===== config.mk =====
export PLATFORM = sky130hd
export DESIGN_NAME = serial_buffers
export DESIGN_NICKNAME = d
export VERILOG_FILES = /design/src/pkg/serial_buffers_pkg.sv /design/src/design/serial_buffers.sv
export SDC_FILE = /design/constraint.sdc
export NUM_CORES = 1
export LEC_CHECK = 0
export ABC_AREA = 1
export BUFFER_PORTS_ARGS = -buffer_cell sky130_fd_sc_hd__buf_2
export CAP_MARGIN = 20
export CORE_MARGIN = 2
export CORE_UTILIZATION = 43
export DETAILED_ROUTE_END_ITERATION = 12
export PLACE_DENSITY = 0.77
export SYNTH_ARGS = -nofsm -noshare
export SYNTH_HDL_FRONTEND = slang
export SYNTH_SLANG_ARGS = --single-unit

===== constraint.sdc =====
create_clock -name clk_sys -period 1.3 [get_ports clk_sys]
set_input_delay 0.26 -clock clk_sys [delete_from_list [all_inputs] [get_ports clk_sys]]
set_output_delay 0.26 -clock clk_sys [all_outputs]
set_load 0.02 [all_outputs]

===== src/pkg/serial_buffers_pkg.sv =====
// constants for the serial buffer, pin control and priority block
// assumes a 32-bit AXI4-Lite master on the register side
// How it works
// - shift-to-buffer move sets rx_char_ready
// - move raises rx request when enabled
// - reading receive buffer clears rx_char_ready
// - reset clears read-only receive buffer
// - transfer to shifter sets tx_buffer_free
// - transfer raises tx request when enabled
// - unused upper transmit bits are ignored
// - bit 7 reads serial_out_pin level
// - bit 6 drives general-purpose output pin
// - bit 5 picks gpio or transmit
// - bit 4 sets out pin direction
// - bit 3 reads serial_in_pin level
// - bit 2 drives in pin output
// - bit 1 picks gpio or receive
// - bit 0 sets in pin direction
// - tx priority bit routes high/low
// - rx priority bit routes high/low
// - freeze 0: finish current operations
// - freeze 1: stop immediately
// - reserved priority bits ignore writes
// - peek alias reads without clearing ready
package serial_buffers_pkg;
  // printed offsets are not multiples of four: kept as indices
  localparam logic [15:0] IDX_PEEK = 16'h7056;
  localparam logic [15:0] IDX_RXBUF = 16'h7057;
  localparam logic [15:0] IDX_TXBUF = 16'h7059;
  localparam logic [15:0] IDX_PINCTL = 16'h705E;
  localparam logic [15:0] IDX_PRIO = 16'h705F;
  localparam logic [15:0] IDX_CTRL = 16'h7054;
  localparam logic [15:0] IDX_STAT = 16'h705A;
  localparam int ADDR_W = 18;
  // pin control fields
  localparam int PC_OUT_IN = 7;
  localparam int PC_OUT_DO = 6;
  localparam int PC_OUT_FN = 5;
  localparam int PC_OUT_DIR = 4;
  localparam int PC_IN_IN = 3;
  localparam int PC_IN_DO = 2;
  localparam int PC_IN_FN = 1;
  localparam int PC_IN_DIR = 0;
  localparam logic [7:0] PC_WMASK = 8'h77;
  // priority fields
  localparam int PR_TX = 6;
  localparam int PR_RX = 5;
  localparam int PR_FRZ = 4;
  localparam logic [7:0] PR_WMASK = 8'h70;
  // control fields
  localparam int CT_TXIE = 0;
  localparam int CT_RXIE = 1;
  localparam logic [7:0] CT_WMASK = 8'h03;
  localparam int ST_RX_CHAR_READY = 0;
  localparam int ST_TXFREE = 1;
  localparam logic [7:0] RESET_BYTE = 8'h00;
  localparam logic [1:0] RESP_OKAY = 2'b00;
  localparam logic [1:0] RESP_SLVERR = 2'b10;
  localparam int CHAR_LEN_MAX = 8;
endpackage


===== src/design/serial_buffers.sv =====
// serial receive/transmit buffers, pin control and interrupt priority
// assumes a framer outside that moves characters in and out of the shifters
//
// Decided for this implementation: the AXI4-Lite interface to the registers.
`timescale 1ns/1ps
`default_nettype none
module serial_buffers #(
  parameter int CHAR_LEN = 8
) (
  input wire logic clk_sys,
  input wire logic reset,
  input wire logic clk_en,
  input wire logic [serial_buffers_pkg::ADDR_W-1:0] s_axi_awaddr,
  input wire logic s_axi_awvalid,
  output logic s_axi_awready,
  input wire logic [31:0] s_axi_wdata,
  input wire logic [3:0] s_axi_wstrb,
  input wire logic s_axi_wvalid,
  output logic s_axi_wready,
  output logic [1:0] s_axi_bresp,
  output logic s_axi_bvalid,
  input wire logic s_axi_bready,
  input wire logic [serial_buffers_pkg::ADDR_W-1:0] s_axi_araddr,
  input wire logic s_axi_arvalid,
  output logic s_axi_arready,
  output logic [31:0] s_axi_rdata,
  output logic [1:0] s_axi_rresp,
  output logic s_axi_rvalid,
  input wire logic s_axi_rready,
  input wire logic rx_shift_load,
  input wire logic [7:0] rx_shift_register,
  input wire logic tx_shift_take,
  output logic [7:0] tx_shift_register,
  output logic tx_char_pending,
  input wire logic emu_suspend,
  input wire logic xfer_busy,
  output logic engine_run,
  input wire logic serial_tx_bit,
  output logic serial_in_to_receiver,
  input wire logic serial_out_pin_i,
  output logic serial_out_pin_o,
  output logic serial_out_pin_oe,
  input wire logic serial_in_pin_i,
  output logic serial_in_pin_o,
  output logic serial_in_pin_oe,
  output logic rx_irq_high,
  output logic rx_irq_low,
  output logic tx_irq_high,
  output logic tx_irq_low
);
  import serial_buffers_pkg::*;

  // the mask below only serves one to eight character bits
  if (CHAR_LEN < 1 || CHAR_LEN > CHAR_LEN_MAX) begin : g_bad_char_len
    $error("CHAR_LEN out of range");
  end

  // ********************************
  // state
  // ********************************
  typedef struct packed {
    logic [7:0] rxbuf;
    logic [7:0] txbuf;
    logic [7:0] pinctl;
    logic [7:0] prio;
    logic [7:0] ctrl;
    logic rx_char_ready;
    logic tx_buffer_free;
    logic [ADDR_W-1:0] awaddr;
    logic aw_have;
    logic [31:0] wdata;
    logic [3:0] wstrb;
    logic w_have;
    logic bvalid;
    logic [1:0] bresp;
    logic rvalid;
    logic [31:0] rdata;
    logic [1:0] rresp;
    logic rx_irq;
    logic tx_irq;
  } state_t;

  state_t s_q;
  state_t s_d;

  function automatic logic [15:0] word_index(input logic [ADDR_W-1:0] a);
    word_index = a[ADDR_W-1:2];
  endfunction

  function automatic logic known(input logic [15:0] i);
    known = (i == IDX_PEEK) || (i == IDX_RXBUF) || (i == IDX_TXBUF) ||
            (i == IDX_PINCTL) || (i == IDX_PRIO) || (i == IDX_CTRL) ||
            (i == IDX_STAT);
  endfunction

  // unused upper character bits masked on the way to the shifter
  localparam logic [7:0] CHAR_MASK = 8'(9'h1FF >> (9 - CHAR_LEN));

  logic frozen;
  logic [7:0] pinctl_view;

  // ********************************
  // pins
  // ********************************
  always_comb begin
    pinctl_view = s_q.pinctl;
    pinctl_view[PC_OUT_IN] = serial_out_pin_i;
    pinctl_view[PC_IN_IN] = serial_in_pin_i;
  end

  assign serial_out_pin_o = s_q.pinctl[PC_OUT_FN] ? serial_tx_bit
                          : s_q.pinctl[PC_OUT_DO];
  assign serial_out_pin_oe = s_q.pinctl[PC_OUT_FN] | s_q.pinctl[PC_OUT_DIR];
  assign serial_in_pin_o = s_q.pinctl[PC_IN_DO];
  assign serial_in_pin_oe = ~s_q.pinctl[PC_IN_FN] & s_q.pinctl[PC_IN_DIR];
  // idle-high line to the receiver while the pin is general-purpose
  assign serial_in_to_receiver = s_q.pinctl[PC_IN_FN] ? serial_in_pin_i : 1'b1;

  // freeze bit stops at once; otherwise wait for busy to drop
  assign frozen = emu_suspend & (s_q.prio[PR_FRZ] | ~xfer_busy);
  assign engine_run = clk_en & ~frozen;

  assign tx_shift_register = s_q.txbuf & CHAR_MASK;
  assign tx_char_pending = ~s_q.tx_buffer_free;

  assign rx_irq_high = s_q.rx_irq & ~s_q.prio[PR_RX];
  assign rx_irq_low = s_q.rx_irq & s_q.prio[PR_RX];
  assign tx_irq_high = s_q.tx_irq & ~s_q.prio[PR_TX];
  assign tx_irq_low = s_q.tx_irq & s_q.prio[PR_TX];

  assign s_axi_awready = ~s_q.aw_have & ~s_q.bvalid;
  assign s_axi_wready = ~s_q.w_have & ~s_q.bvalid;
  assign s_axi_bvalid = s_q.bvalid;
  assign s_axi_bresp = s_q.bresp;
  assign s_axi_arready = ~s_q.rvalid;
  assign s_axi_rvalid = s_q.rvalid;
  assign s_axi_rdata = s_q.rdata;
  assign s_axi_rresp = s_q.rresp;

  // ********************************
  // next state
  // ********************************
  always_comb begin
    logic [15:0] widx;
    logic [15:0] ridx;
    logic [7:0] wb;
    logic rx_move;
    logic tx_move;
    logic rd_clear;
    logic wr_tx;
    widx = 16'h0000;
    ridx = 16'h0000;
    wb = 8'h00;
    rx_move = 1'b0;
    tx_move = 1'b0;
    rd_clear = 1'b0;
    wr_tx = 1'b0;
    s_d = s_q;
    s_d.rx_irq = 1'b0;
    s_d.tx_irq = 1'b0;
    if (!frozen) begin
      rx_move = rx_shift_load;
      tx_move = tx_shift_take & ~s_q.tx_buffer_free;
    end
    // ---- write channel
    if (s_axi_awvalid && s_axi_awready) begin
      s_d.awaddr = s_axi_awaddr;
      s_d.aw_have = 1'b1;
    end
    if (s_axi_wvalid && s_axi_wready) begin
      s_d.wdata = s_axi_wdata;
      s_d.wstrb = s_axi_wstrb;
      s_d.w_have = 1'b1;
    end
    if (s_q.aw_have && s_q.w_have) begin
      widx = word_index(s_q.awaddr);
      wb = s_q.wdata[7:0];
      s_d.aw_have = 1'b0;
      s_d.w_have = 1'b0;
      s_d.bvalid = 1'b1;
      s_d.bresp = known(widx) ? RESP_OKAY : RESP_SLVERR;
      if (s_q.wstrb[0]) begin
        case (widx)
          IDX_TXBUF: begin
            s_d.txbuf = wb;
            wr_tx = 1'b1;
          end
          IDX_PINCTL: s_d.pinctl = wb & PC_WMASK;
          IDX_PRIO: s_d.prio = wb & PR_WMASK;
          IDX_CTRL: s_d.ctrl = wb & CT_WMASK;
          default: s_d.bresp = s_d.bresp;
        endcase
      end
    end
    if (s_q.bvalid && s_axi_bready) begin
      s_d.bvalid = 1'b0;
    end
    // ---- read channel
    if (s_axi_arvalid && s_axi_arready) begin
      ridx = word_index(s_axi_araddr);
      s_d.rvalid = 1'b1;
      s_d.rresp = known(ridx) ? RESP_OKAY : RESP_SLVERR;
      s_d.rdata = 32'h0000_0000;
      case (ridx)
        IDX_RXBUF: begin
          s_d.rdata[7:0] = s_q.rxbuf;
          rd_clear = 1'b1;
        end
        IDX_PEEK: s_d.rdata[7:0] = s_q.rxbuf;
        IDX_TXBUF: s_d.rdata[7:0] = s_q.txbuf;
        IDX_PINCTL: s_d.rdata[7:0] = pinctl_view;
        IDX_PRIO: s_d.rdata[7:0] = s_q.prio;
        IDX_CTRL: s_d.rdata[7:0] = s_q.ctrl;
        IDX_STAT: begin
          s_d.rdata[ST_RX_CHAR_READY] = s_q.rx_char_ready;
          s_d.rdata[ST_TXFREE] = s_q.tx_buffer_free;
        end
        default: s_d.rdata = 32'h0000_0000;
      endcase
    end else if (s_q.rvalid && s_axi_rready) begin
      s_d.rvalid = 1'b0;
    end
    // ---- buffers; set wins over clear
    if (rd_clear) begin
      s_d.rx_char_ready = 1'b0;
    end
    if (rx_move) begin
      s_d.rxbuf = rx_shift_register;
      s_d.rx_char_ready = 1'b1;
      s_d.rx_irq = s_q.ctrl[CT_RXIE];
    end
    if (wr_tx) begin
      s_d.tx_buffer_free = 1'b0;
    end
    if (tx_move) begin
      s_d.tx_buffer_free = 1'b1;
      s_d.tx_irq = s_q.ctrl[CT_TXIE];
    end
  end

  always_ff @(posedge clk_sys) begin
    if (reset) begin
      s_q <= '0;
      s_q.rxbuf <= RESET_BYTE;
      s_q.txbuf <= RESET_BYTE;
      s_q.tx_buffer_free <= 1'b1;
    end else if (clk_en) begin
      s_q <= s_d;
    end
  end
endmodule
`default_nettype wire


**Yosys cells after proc, flatten, opt, wreduce, memory -nomap -nowiden**

Cells that the tools add are included.

- ROM bits: 0
- Memories: 0
- Bits in writable memories: 0
- Output and inout bits: 60
- Bits in latches: 0
- Bits in registers: 74
- Word-level logic and storage cells: 121
- Bits of input ports: 95

- Bitwise logic cells: 22
- Multiply operators: 0
- $lt $le $gt $ge: 0
- Mux-type cells: 26
- Shifts and indexed selects: 0
- Div/mod/pow operators: 0
- $add $sub $neg: 0
- Reduce and logical (&&, ||, !) cells: 40
- Eq/ne operators: 14

Operators by type and width:

| kind | number |
|---|---|
| $eq 16x15->1 const B | 14 |
| $pmux 6 s4 | 1 |
| $reduce_and 2->1 | 11 |
| $mux 1 | 21 |
| $reduce_and 4->1 | 4 |
| $logic_or 1x1->1 | 12 |
| $reduce_bool 2->1 | 6 |
| $and 1x1->1 | 10 |
| $not 1->1 | 10 |
| $pmux 2 s5 | 1 |
| $logic_and 1x1->1 | 6 |
| $mux 2 | 2 |
| $mux 4 | 1 |
| $or 1x1->1 | 2 |
| $reduce_or 2->1 | 1 |

**Logic depth before layout (Yosys ltp)**

Gate-level depths: netlist (run 1).

- Depth after elaboration: 10
- Depth in mapped cells: 11
- Gate-level depth less buffers: 10

**Worst setup path before layout (run 1)**

OpenSTA, ideal clock, no wires.

- Kind: reg2reg
- From: reg s_q (netlist bit s_axi_bvalid)
- To: reg s_q[94] (netlist bit)
- Period minus slack after synthesis: 1536 ps
- Arrival time: 1420 ps
- Buffers on the path: 1
- Path slack: -236 ps
- Setup time: 116 ps
- Stages on the path, launching flop included: 6
- Required time: 1184 ps
- Path through: dfxtp_1 > nor2_1 > nand3_1 > clkbuf_1 > o21ai_0 > nor2_1

- Cells in the longest elaborated chain, start to end: 4

RTL lines:

| item | RTL line | source |
|---|---|---|
| from (decl) | serial_buffers.sv:83 | `state_t s_q;` |
| $not 1->1 | serial_buffers.sv:131 | `assign s_axi_awready = ~s_q.aw_have & ~s_q.bvalid;` |
| $and 1x1->1 | serial_buffers.sv:131 |  |
| named net s_axi_awready | serial_buffers.sv:15 | `output logic s_axi_awready,` |
| $logic_and 1x1->1 | serial_buffers.sv:166 | `if (s_axi_awvalid && s_axi_awready) begin` |
| $reduce_and 2->1 (no line) | -- |  |

The timed path passes the listed nets, and every way through them passes these cells.
A chain may end at the register's enable or synchronous reset.

**Worst setup path after layout (run 1)**

- From: reg s_q[85] (netlist bit)
- To: reg s_q (netlist bit tx_shift_register[1])

- Cells in the longest elaborated chain, start to end: 2

RTL lines:

| item | RTL line | source |
|---|---|---|
| $eq 16x15->1 | serial_buffers.sv:183 | `case (widx)` |
| $reduce_and 4->1 (no line) | -- |  |

Every way passes these cells.

==> results of run 1 <==
==> where the power goes <==
group | internal [mW] | switching [mW] | leakage (nW)
Sequential | 2.23 | 0.0666 | 0.576
Clock | 0.685 | 0.852 | 0.0820
Combinational | 0.277 | 0.393 | 1.63
==> per-layer routing <==
layer  part of all wire [%]  track usage (%)
met1                     44             25.7
met4                    1.9             7.49
met2                     48             35.8
met3                    6.0             5.14
met5                      0                0
==> layout make-up <==
cell class,count,share of cell area (%)
repair buffers,146,20.6
inverters,61,4.88
well taps,105,2.74
flip-flops and latches,70,29.6
multi-input cells,355,38.7
clock inverters,6,0.809
clock buffers,10,2.66
==> logic make-up after synthesis <==
family,count (synthesis),share of synthesized area [%]
AND/OR/NAND/NOR,238,30.3
other,1,0.105
buffers and inverters,120,17.6
AO/OA/AOI/OAI,89,12.7
flip-flops,70,39.2
==> cells in the mapped netlist, drive strengths merged <==
master  count  share of area, %
o22ai       1              0.18
buf        50                10
dfxtp      70                39
conb        1              0.10
inv        60               6.3
nand2      95                10
nor3       13               1.8
clkbuf      9              0.94
o21ai      47               6.7
nor2       78               9.5
nor4        1              0.60
clkinv      1              0.10
a31oi       1              0.18
a21oi      40               5.7
nand4       5               1.3
nand3      45               6.7
or2         1              0.18
==> registers in the layout, summed over array words and instances, names as in the netlist, 5 cells and up <==
name,flops
tx_shift_register,8
s_axi_rdata,8
pinctl_view,5
s_q,44
==> stage by stage <==
stage                     cells  util, %  power [mW]  setup TNS (ns)  cell area [sq um]
after global placement      726     52.0        2.90           -2.16               4230
after detailed placement    726     52.0        2.92           -3.88               4230
final                       753     59.0        4.50           -1.95               4800
after CTS                   749     56.6        4.48           -1.45               4600
after floorplan             543        -        2.73               0               3690
after global routing        753     59.0        4.73           -3.90               4800
==> critical path: cells and delay by family, from the launching register on <==
kind / cells / cell delay [ns]
DFF: 1 / 0.33
buffers and inverters: 1 / 0.14
AOI/OAI and AO/OA: 2 / 0.22
and+or+nand+nor: 4 / 0.63
==> path summary, 6_finish.rpt <==
| path | startpoint | to | slack, ns | cells past startpoint |
|---|---|---|---|---|
| max | s_q[85] | tx_shift_register[1] | -0.14 | 7 |
| min | s_axi_bready | s_axi_bvalid | 0.08 | 2 |
| max reg2reg | s_q[85] | tx_shift_register[1] | -0.14 | 7 |
| min reg2reg | s_axi_rdata[3] | s_axi_rdata[3] | 0.47 | 2 |
==> what timing repair did <==
| action | in CTS | in global routing |
|---|---|---|
| endpoints found under the setup margin | 27 | 60 |
| pin swaps | 31 | 16 |
| resized for setup | 63 | 40 |
| cloned | 2 | 1 |
| setup buffers | 5 | 3 |
==> run_results.csv, run 1 <==
group,metric,value,unit
flow_run,maxCapViolCount,0,
worst_hold_path,holdCritPathClass,"input port to flop",
timing,hold_violations,0,
synthesis,synthCells,518,
floorplanning,die_h,95.2,um
final_layout,antenna_cells,0,
timing,worst_hold_slack,0.0834,ns
setup_path,cp-start-kind,"flop",
setup_path,cp_slowest_stage_delay,0.33,ns
final_layout,final_common_cell,"buf_2",
pwr,leakagePower,2.28,nW
final_layout,multi_input_area,1860,sq um
cts,cts_tree,"done",
setup_path,end_kind,"flop",
drt,dr.pass1.iters,4,
timing,rsz0062_at_grt,"yes",
timing,drv_slew,0,
drt,drc,0,
floorplanning,fp.dieArea,9060,sq um
drt,totalWireLength,9.61,mm
drt,drt-initial-drc-count,164,
timing,fmax,696,MHz
setup_path,worstSetupPathType,"flop to flop",
floorplanning,num_io_pins,155,
cts,clock_path_buffers,2,
global_routing,grt_max_degree,51,
cts,numCtsBuffers,9,
synthesis,netlist-cell-type-count,30,
floorplanning,die_w,95.2,um
timing,finalClockSkew,0.0140,ns
synthesis,syn_area,3570,sq um
floorplanning,rows,33,
drt,vias_per_cell,4.75,
status,violations,"negative setup slack",
cts,cts_root_buf,"clkbuf_8",
synthesis,synth_seq_cells,70,
global_routing,grt_pass1_vias,3155,
final_layout,n_fill_cell,744,
floorplanning,core-area,8130,sq um
timing,setup_ws,-0.137,ns
drt,wire_per_inst,12.8,um
setup_path,crit_required,1.53,ns
global_routing,track_usage,21.0,%
drt,ant_nets,0,
pwr,powerDensity,939,nW/um^2
final_layout,nets,738,
final_layout,seq_area,1420,sq um
placement,dp_hpwl,6.82,mm
cts,clk_latency,0.35,ns
final_layout,final_cell_mix,"88 x buf_2, 87 x nand2_1, 59 x nor2_1",
cts,clk_pin_slew_worst_paths,0.08,ns
timing,finalSetupViolCount,23,
synthesis,synth_warnings,0,
timing,final.min_clock_period,1.44,ns
placement,finalWeightedCongestion,0.922,
setup_path,worstPathMaxFanout,8,
global_routing,antenna_found_initial,0,
synthesis,ys_seq_area_share,39.2,%
pwr,irDropWorstVdd,0.518,mV
cts,cts_sinks,70,
setup_path,cp_slowest_cell,"dfxtp_2",
final_layout,drive_above_1_share,37.5,%
drt,route.vias.total,3573,
setup_path,arrival,1.67,ns
global_routing,grt_overflow,0,
status,run_status,"finished, violations left",
placement,pre_cts_ws,-0.198,ns
cts,cts-hold-fix-buffers,0,
final_layout,synthToLayoutAreaGrowth,34.2,%
setup_path,path_cells,"nor2_2 > nand4_1 > nor2_4 > buf_12 > nand3_4 > o21ai_1 > a21oi_1",
placement,port_buffers,97,
timing,fin_crit_sh,111,%
synthesis,synth.avg_cell_area,6.90,sq um
floorplanning,initial_core_util,43.9,%
cts,cts_htree_levels,3,
global_routing,grt_pass1_wl,14.5,mm
No activity file was read; power rests on OpenSTA's default activity.
==> inputs of run 2 (changes only) <==
--- a/config.mk
+++ b/config.mk
@@ -5,7 +5,6 @@
 export SDC_FILE = /design/constraint.sdc
 export NUM_CORES = 1
 export LEC_CHECK = 0
-export ABC_AREA = 1
 export BUFFER_PORTS_ARGS = -buffer_cell sky130_fd_sc_hd__buf_2
 export CAP_MARGIN = 20
 export CORE_MARGIN = 2
==> run 2 against run 1 <==
  * The run still ends with negative setup slack left
  * Count of clock-buffer cells in the layout decreased by 1
  * Critical path depth decreased by 3
  * Core utilization increased by 2.4 points
  * Non-clock buffer count increased by 17
  * Via count increased by 2.9%
  * First-iteration DRC count increased by 4.9%
  * Setup slack got worse by 0.23 ns
  * Sequential share of layout area decreased by 1.4 points
  * Cell area increased by 5.1%
  * Maximum frequency decreased by 14%
  * Critical endpoint is now pinctl_view[0]
  * Largest cell class unchanged
==> run_results.csv, run 2 <==
group,metric,value,unit
pwr,irDropWorstVdd,0.912,mV
cts,clk_pin_slew_worst_paths,0.09,ns
global_routing,grt_overflow,0,
final_layout,final_common_cell,"buf_2",
timing,rsz0062_at_grt,"yes",
floorplanning,rows,33,
pwr,power.internal,3.24,mW
timing,drv_slew,0,
placement,finalWeightedCongestion,0.956,
worst_hold_path,holdCritPathClass,"input port to flop",
timing,finalClockSkew,0.00846,ns
pwr,combinationalPowerShare,14.5,%
status,run_status,"finished, violations left",
final_layout,top_register,"s_q",
setup_path,cp-start-kind,"flop",
final_layout,largest_reg_flops,44,
cts,cts_htree_levels,3,
final_layout,nets,672,
floorplanning,die_w,96.2,um
drt,vias_per_cell,5.35,
floorplanning,fp.dieArea,9250,sq um
status,violations,"negative setup slack",
final_layout,antenna_cells,0,
global_routing,grt_pass1_wl,15.9,mm
cts,cts_tree,"done",
synthesis,ys_seq_area_share,38.4,%
drt,drt-initial-drc-count,172,
flow_run,maxCapViolCount,0,
pwr,powerDensity,921,nW/um^2
cts,clk_latency,0.35,ns
final_layout,final_cell_mix,"85 x buf_2, 73 x nand2_1, 58 x a21oi_1",
setup_path,crit_required,1.57,ns
synthesis,synth-main-ff-cell,"dfxtp_1",
synthesis,yosysMostFrequentCell,"nand2_1",
final_layout,fin_util,61.4,%
synthesis,synth_top_area_share,38.4,%
synthesis,synth_top_cell_by_area,"dfxtp_1",
placement,dp_hpwl,7.43,mm
timing,finalSetupViolCount,32,
timing,finalSetupTns,-5.65,ns
cts,clock_path_buffers,2,
cts,cts-hold-fix-buffers,0,
synthesis,synth_seq_cells,70,
final_layout,n_fill_cell,722,
synthesis,synth_async_sr_flop_share,0,%
synthesis,synth_area_leaders,"dfxtp_1 38%, buf_4 9.0%, a21oi_1 8.4%, nand2_1 7.6%, nand3_1 3.2%",
timing,fmax,600,MHz
pwr,leakagePower,2.10,nW
synthesis,syn_area,3650,sq um
synthesis,synthCells,451,
global_routing,grt_pass1_vias,3315,
setup_path,worstPathMaxFanout,6,
pwr,power.switching,1.40,mW
drt,totalWireLength,10.5,mm
drt,dr.pass1.iters,4,
floorplanning,initial_core_util,44.5,%
global_routing,grt_max_degree,47,
synthesis,synth_common_cells,"74 x nand2_1, 70 x dfxtp_1, 61 x a21oi_1",
synthesis,synth-edff-count,0,
drt,wire_per_inst,15.3,um
final_layout,synthToLayoutAreaGrowth,38.0,%
placement,port_buffers,97,
synthesis,netlist-cell-type-count,54,
pwr,p_seq_share,48.6,%
cts,numCtsBuffers,9,
global_routing,track_usage,22.2,%
placement,pre_cts_ws,-0.551,ns
setup_path,arrival,1.93,ns
synthesis,synth_warnings,0,
timing,final.min_clock_period,1.67,ns
floorplanning,core-area,8220,sq um
setup_path,worstSetupPathType,"flop to flop",
cts,cts_sinks,70,
floorplanning,die_h,96.2,um
pwr,p_clk_share,36.9,%
global_routing,antenna_found_initial,0,
timing,setup_ws,-0.367,ns
synthesis,synth.avg_cell_area,8.10,sq um
drt,drc,0,
drt,route.vias.total,3676,
final_layout,drive_above_1_share,42.6,%
timing,hold_violations,0,
pwr,p_sw_share,30.2,%
timing,fin_crit_sh,128,%
cts,cts_root_buf,"clkbuf_8",
drt,ant_nets,0,
floorplanning,num_io_pins,155,
setup_path,end_kind,"flop",
==> run 2: changes by cell type in the layout (fill, tap and decap cells not counted), moves of 7 or more <==
cell,delta
nand2_1,-14
nor2_1,-51
a21oi_1,+23
nor2_4,-10
inv_1,-44
o21ai_2,-7
o21ai_0,-31
o21ai_1,+7
nor3_1,-8
buf_4,+15
nand3_1,-24
inv_2,-10
==> run 2: per-stage QoR <==
stage,cell area [sq um],hold slack (ns),power (mW),instances
after floorplan,3830,0.388,2.71,476
after CTS,4760,0.127,4.64,678
final,5040,0.135,4.64,687
after detailed placement,4380,0.446,2.91,655
after global routing,5040,0.124,4.85,687
after global placement,4380,0.442,2.90,655
==> run 2: logic make-up after synthesis <==
group                  share of synthesized area [%]
AND/OR/NAND/NOR                                 28.7
AO/OA/AOI/OAI                                   18.6
buffers and inverters                           12.9
flip-flops                                      38.4
multiplexers                                    1.13
XOR/XNOR                                       0.240
other                                          0.103
==> run 2: path summary, 6_finish.rpt <==
kind	startpoint	end	slack, ns	cells after the start
setup / recovery	s_q[89]	pinctl_view[0]	-0.37	4
hold reg to reg	s_q[94]	s_q[94]	0.46	2
setup reg to reg	s_q[89]	pinctl_view[0]	-0.37	4
hold / removal	s_axi_awaddr[11]	s_q[89]	0.14	3
==> run 2: power groups by stage <==
stage	Combinational, mW	Sequential [mW]	Clock, mW
3_5_place_dp	0.607	2.30	0
3_3_place_gp	0.597	2.30	0
6_report	0.672	2.26	1.71
5_1_grt	0.734	2.26	1.86
2_1_floorplan	0.411	2.30	0
4_1_cts	0.634	2.25	1.75
==> run 2: cell type report <==
class	count	area, sq um	area share, %
inverter	5	18.8	0.372
tap	105	131	2.61
sequential	70	1420	28.2
multi-input combinational	328	2150	42.7
timing repair buffer	163	1130	22.4
clock buffer	9	124	2.46
clock inverter	7	65.1	1.29
==> run 2: routing by layer <==
metal | part of all wire [%] | up-vias | track usage, %
li1 | - | 1802 | -
met1 | 42 | 1720 | 27.2
met3 | 4.8 | 19 | 3.76
met2 | 50 | 135 | 37.8
met4 | 2.9 | 0 | 10.4
met5 | 0 | - | 0
==> run 2: critical path, cell delays in order (launching register included) <==
cell     delay [ns]
dfxtp_2        0.34
nor4_4         0.32
nand4_2        0.23
or4b_1         0.52
a21oi_1        0.18
==> run 2: repair_timing <==
| action | in CTS | in global routing |
|---|---|---|
| setup endpoints to repair | 37 | 55 |
| buffers inserted | 7 | 13 |
| pin swaps | 37 | 22 |
| hold endpoints to repair | 0 | 0 |
| gates resized for setup | 41 | 53 |
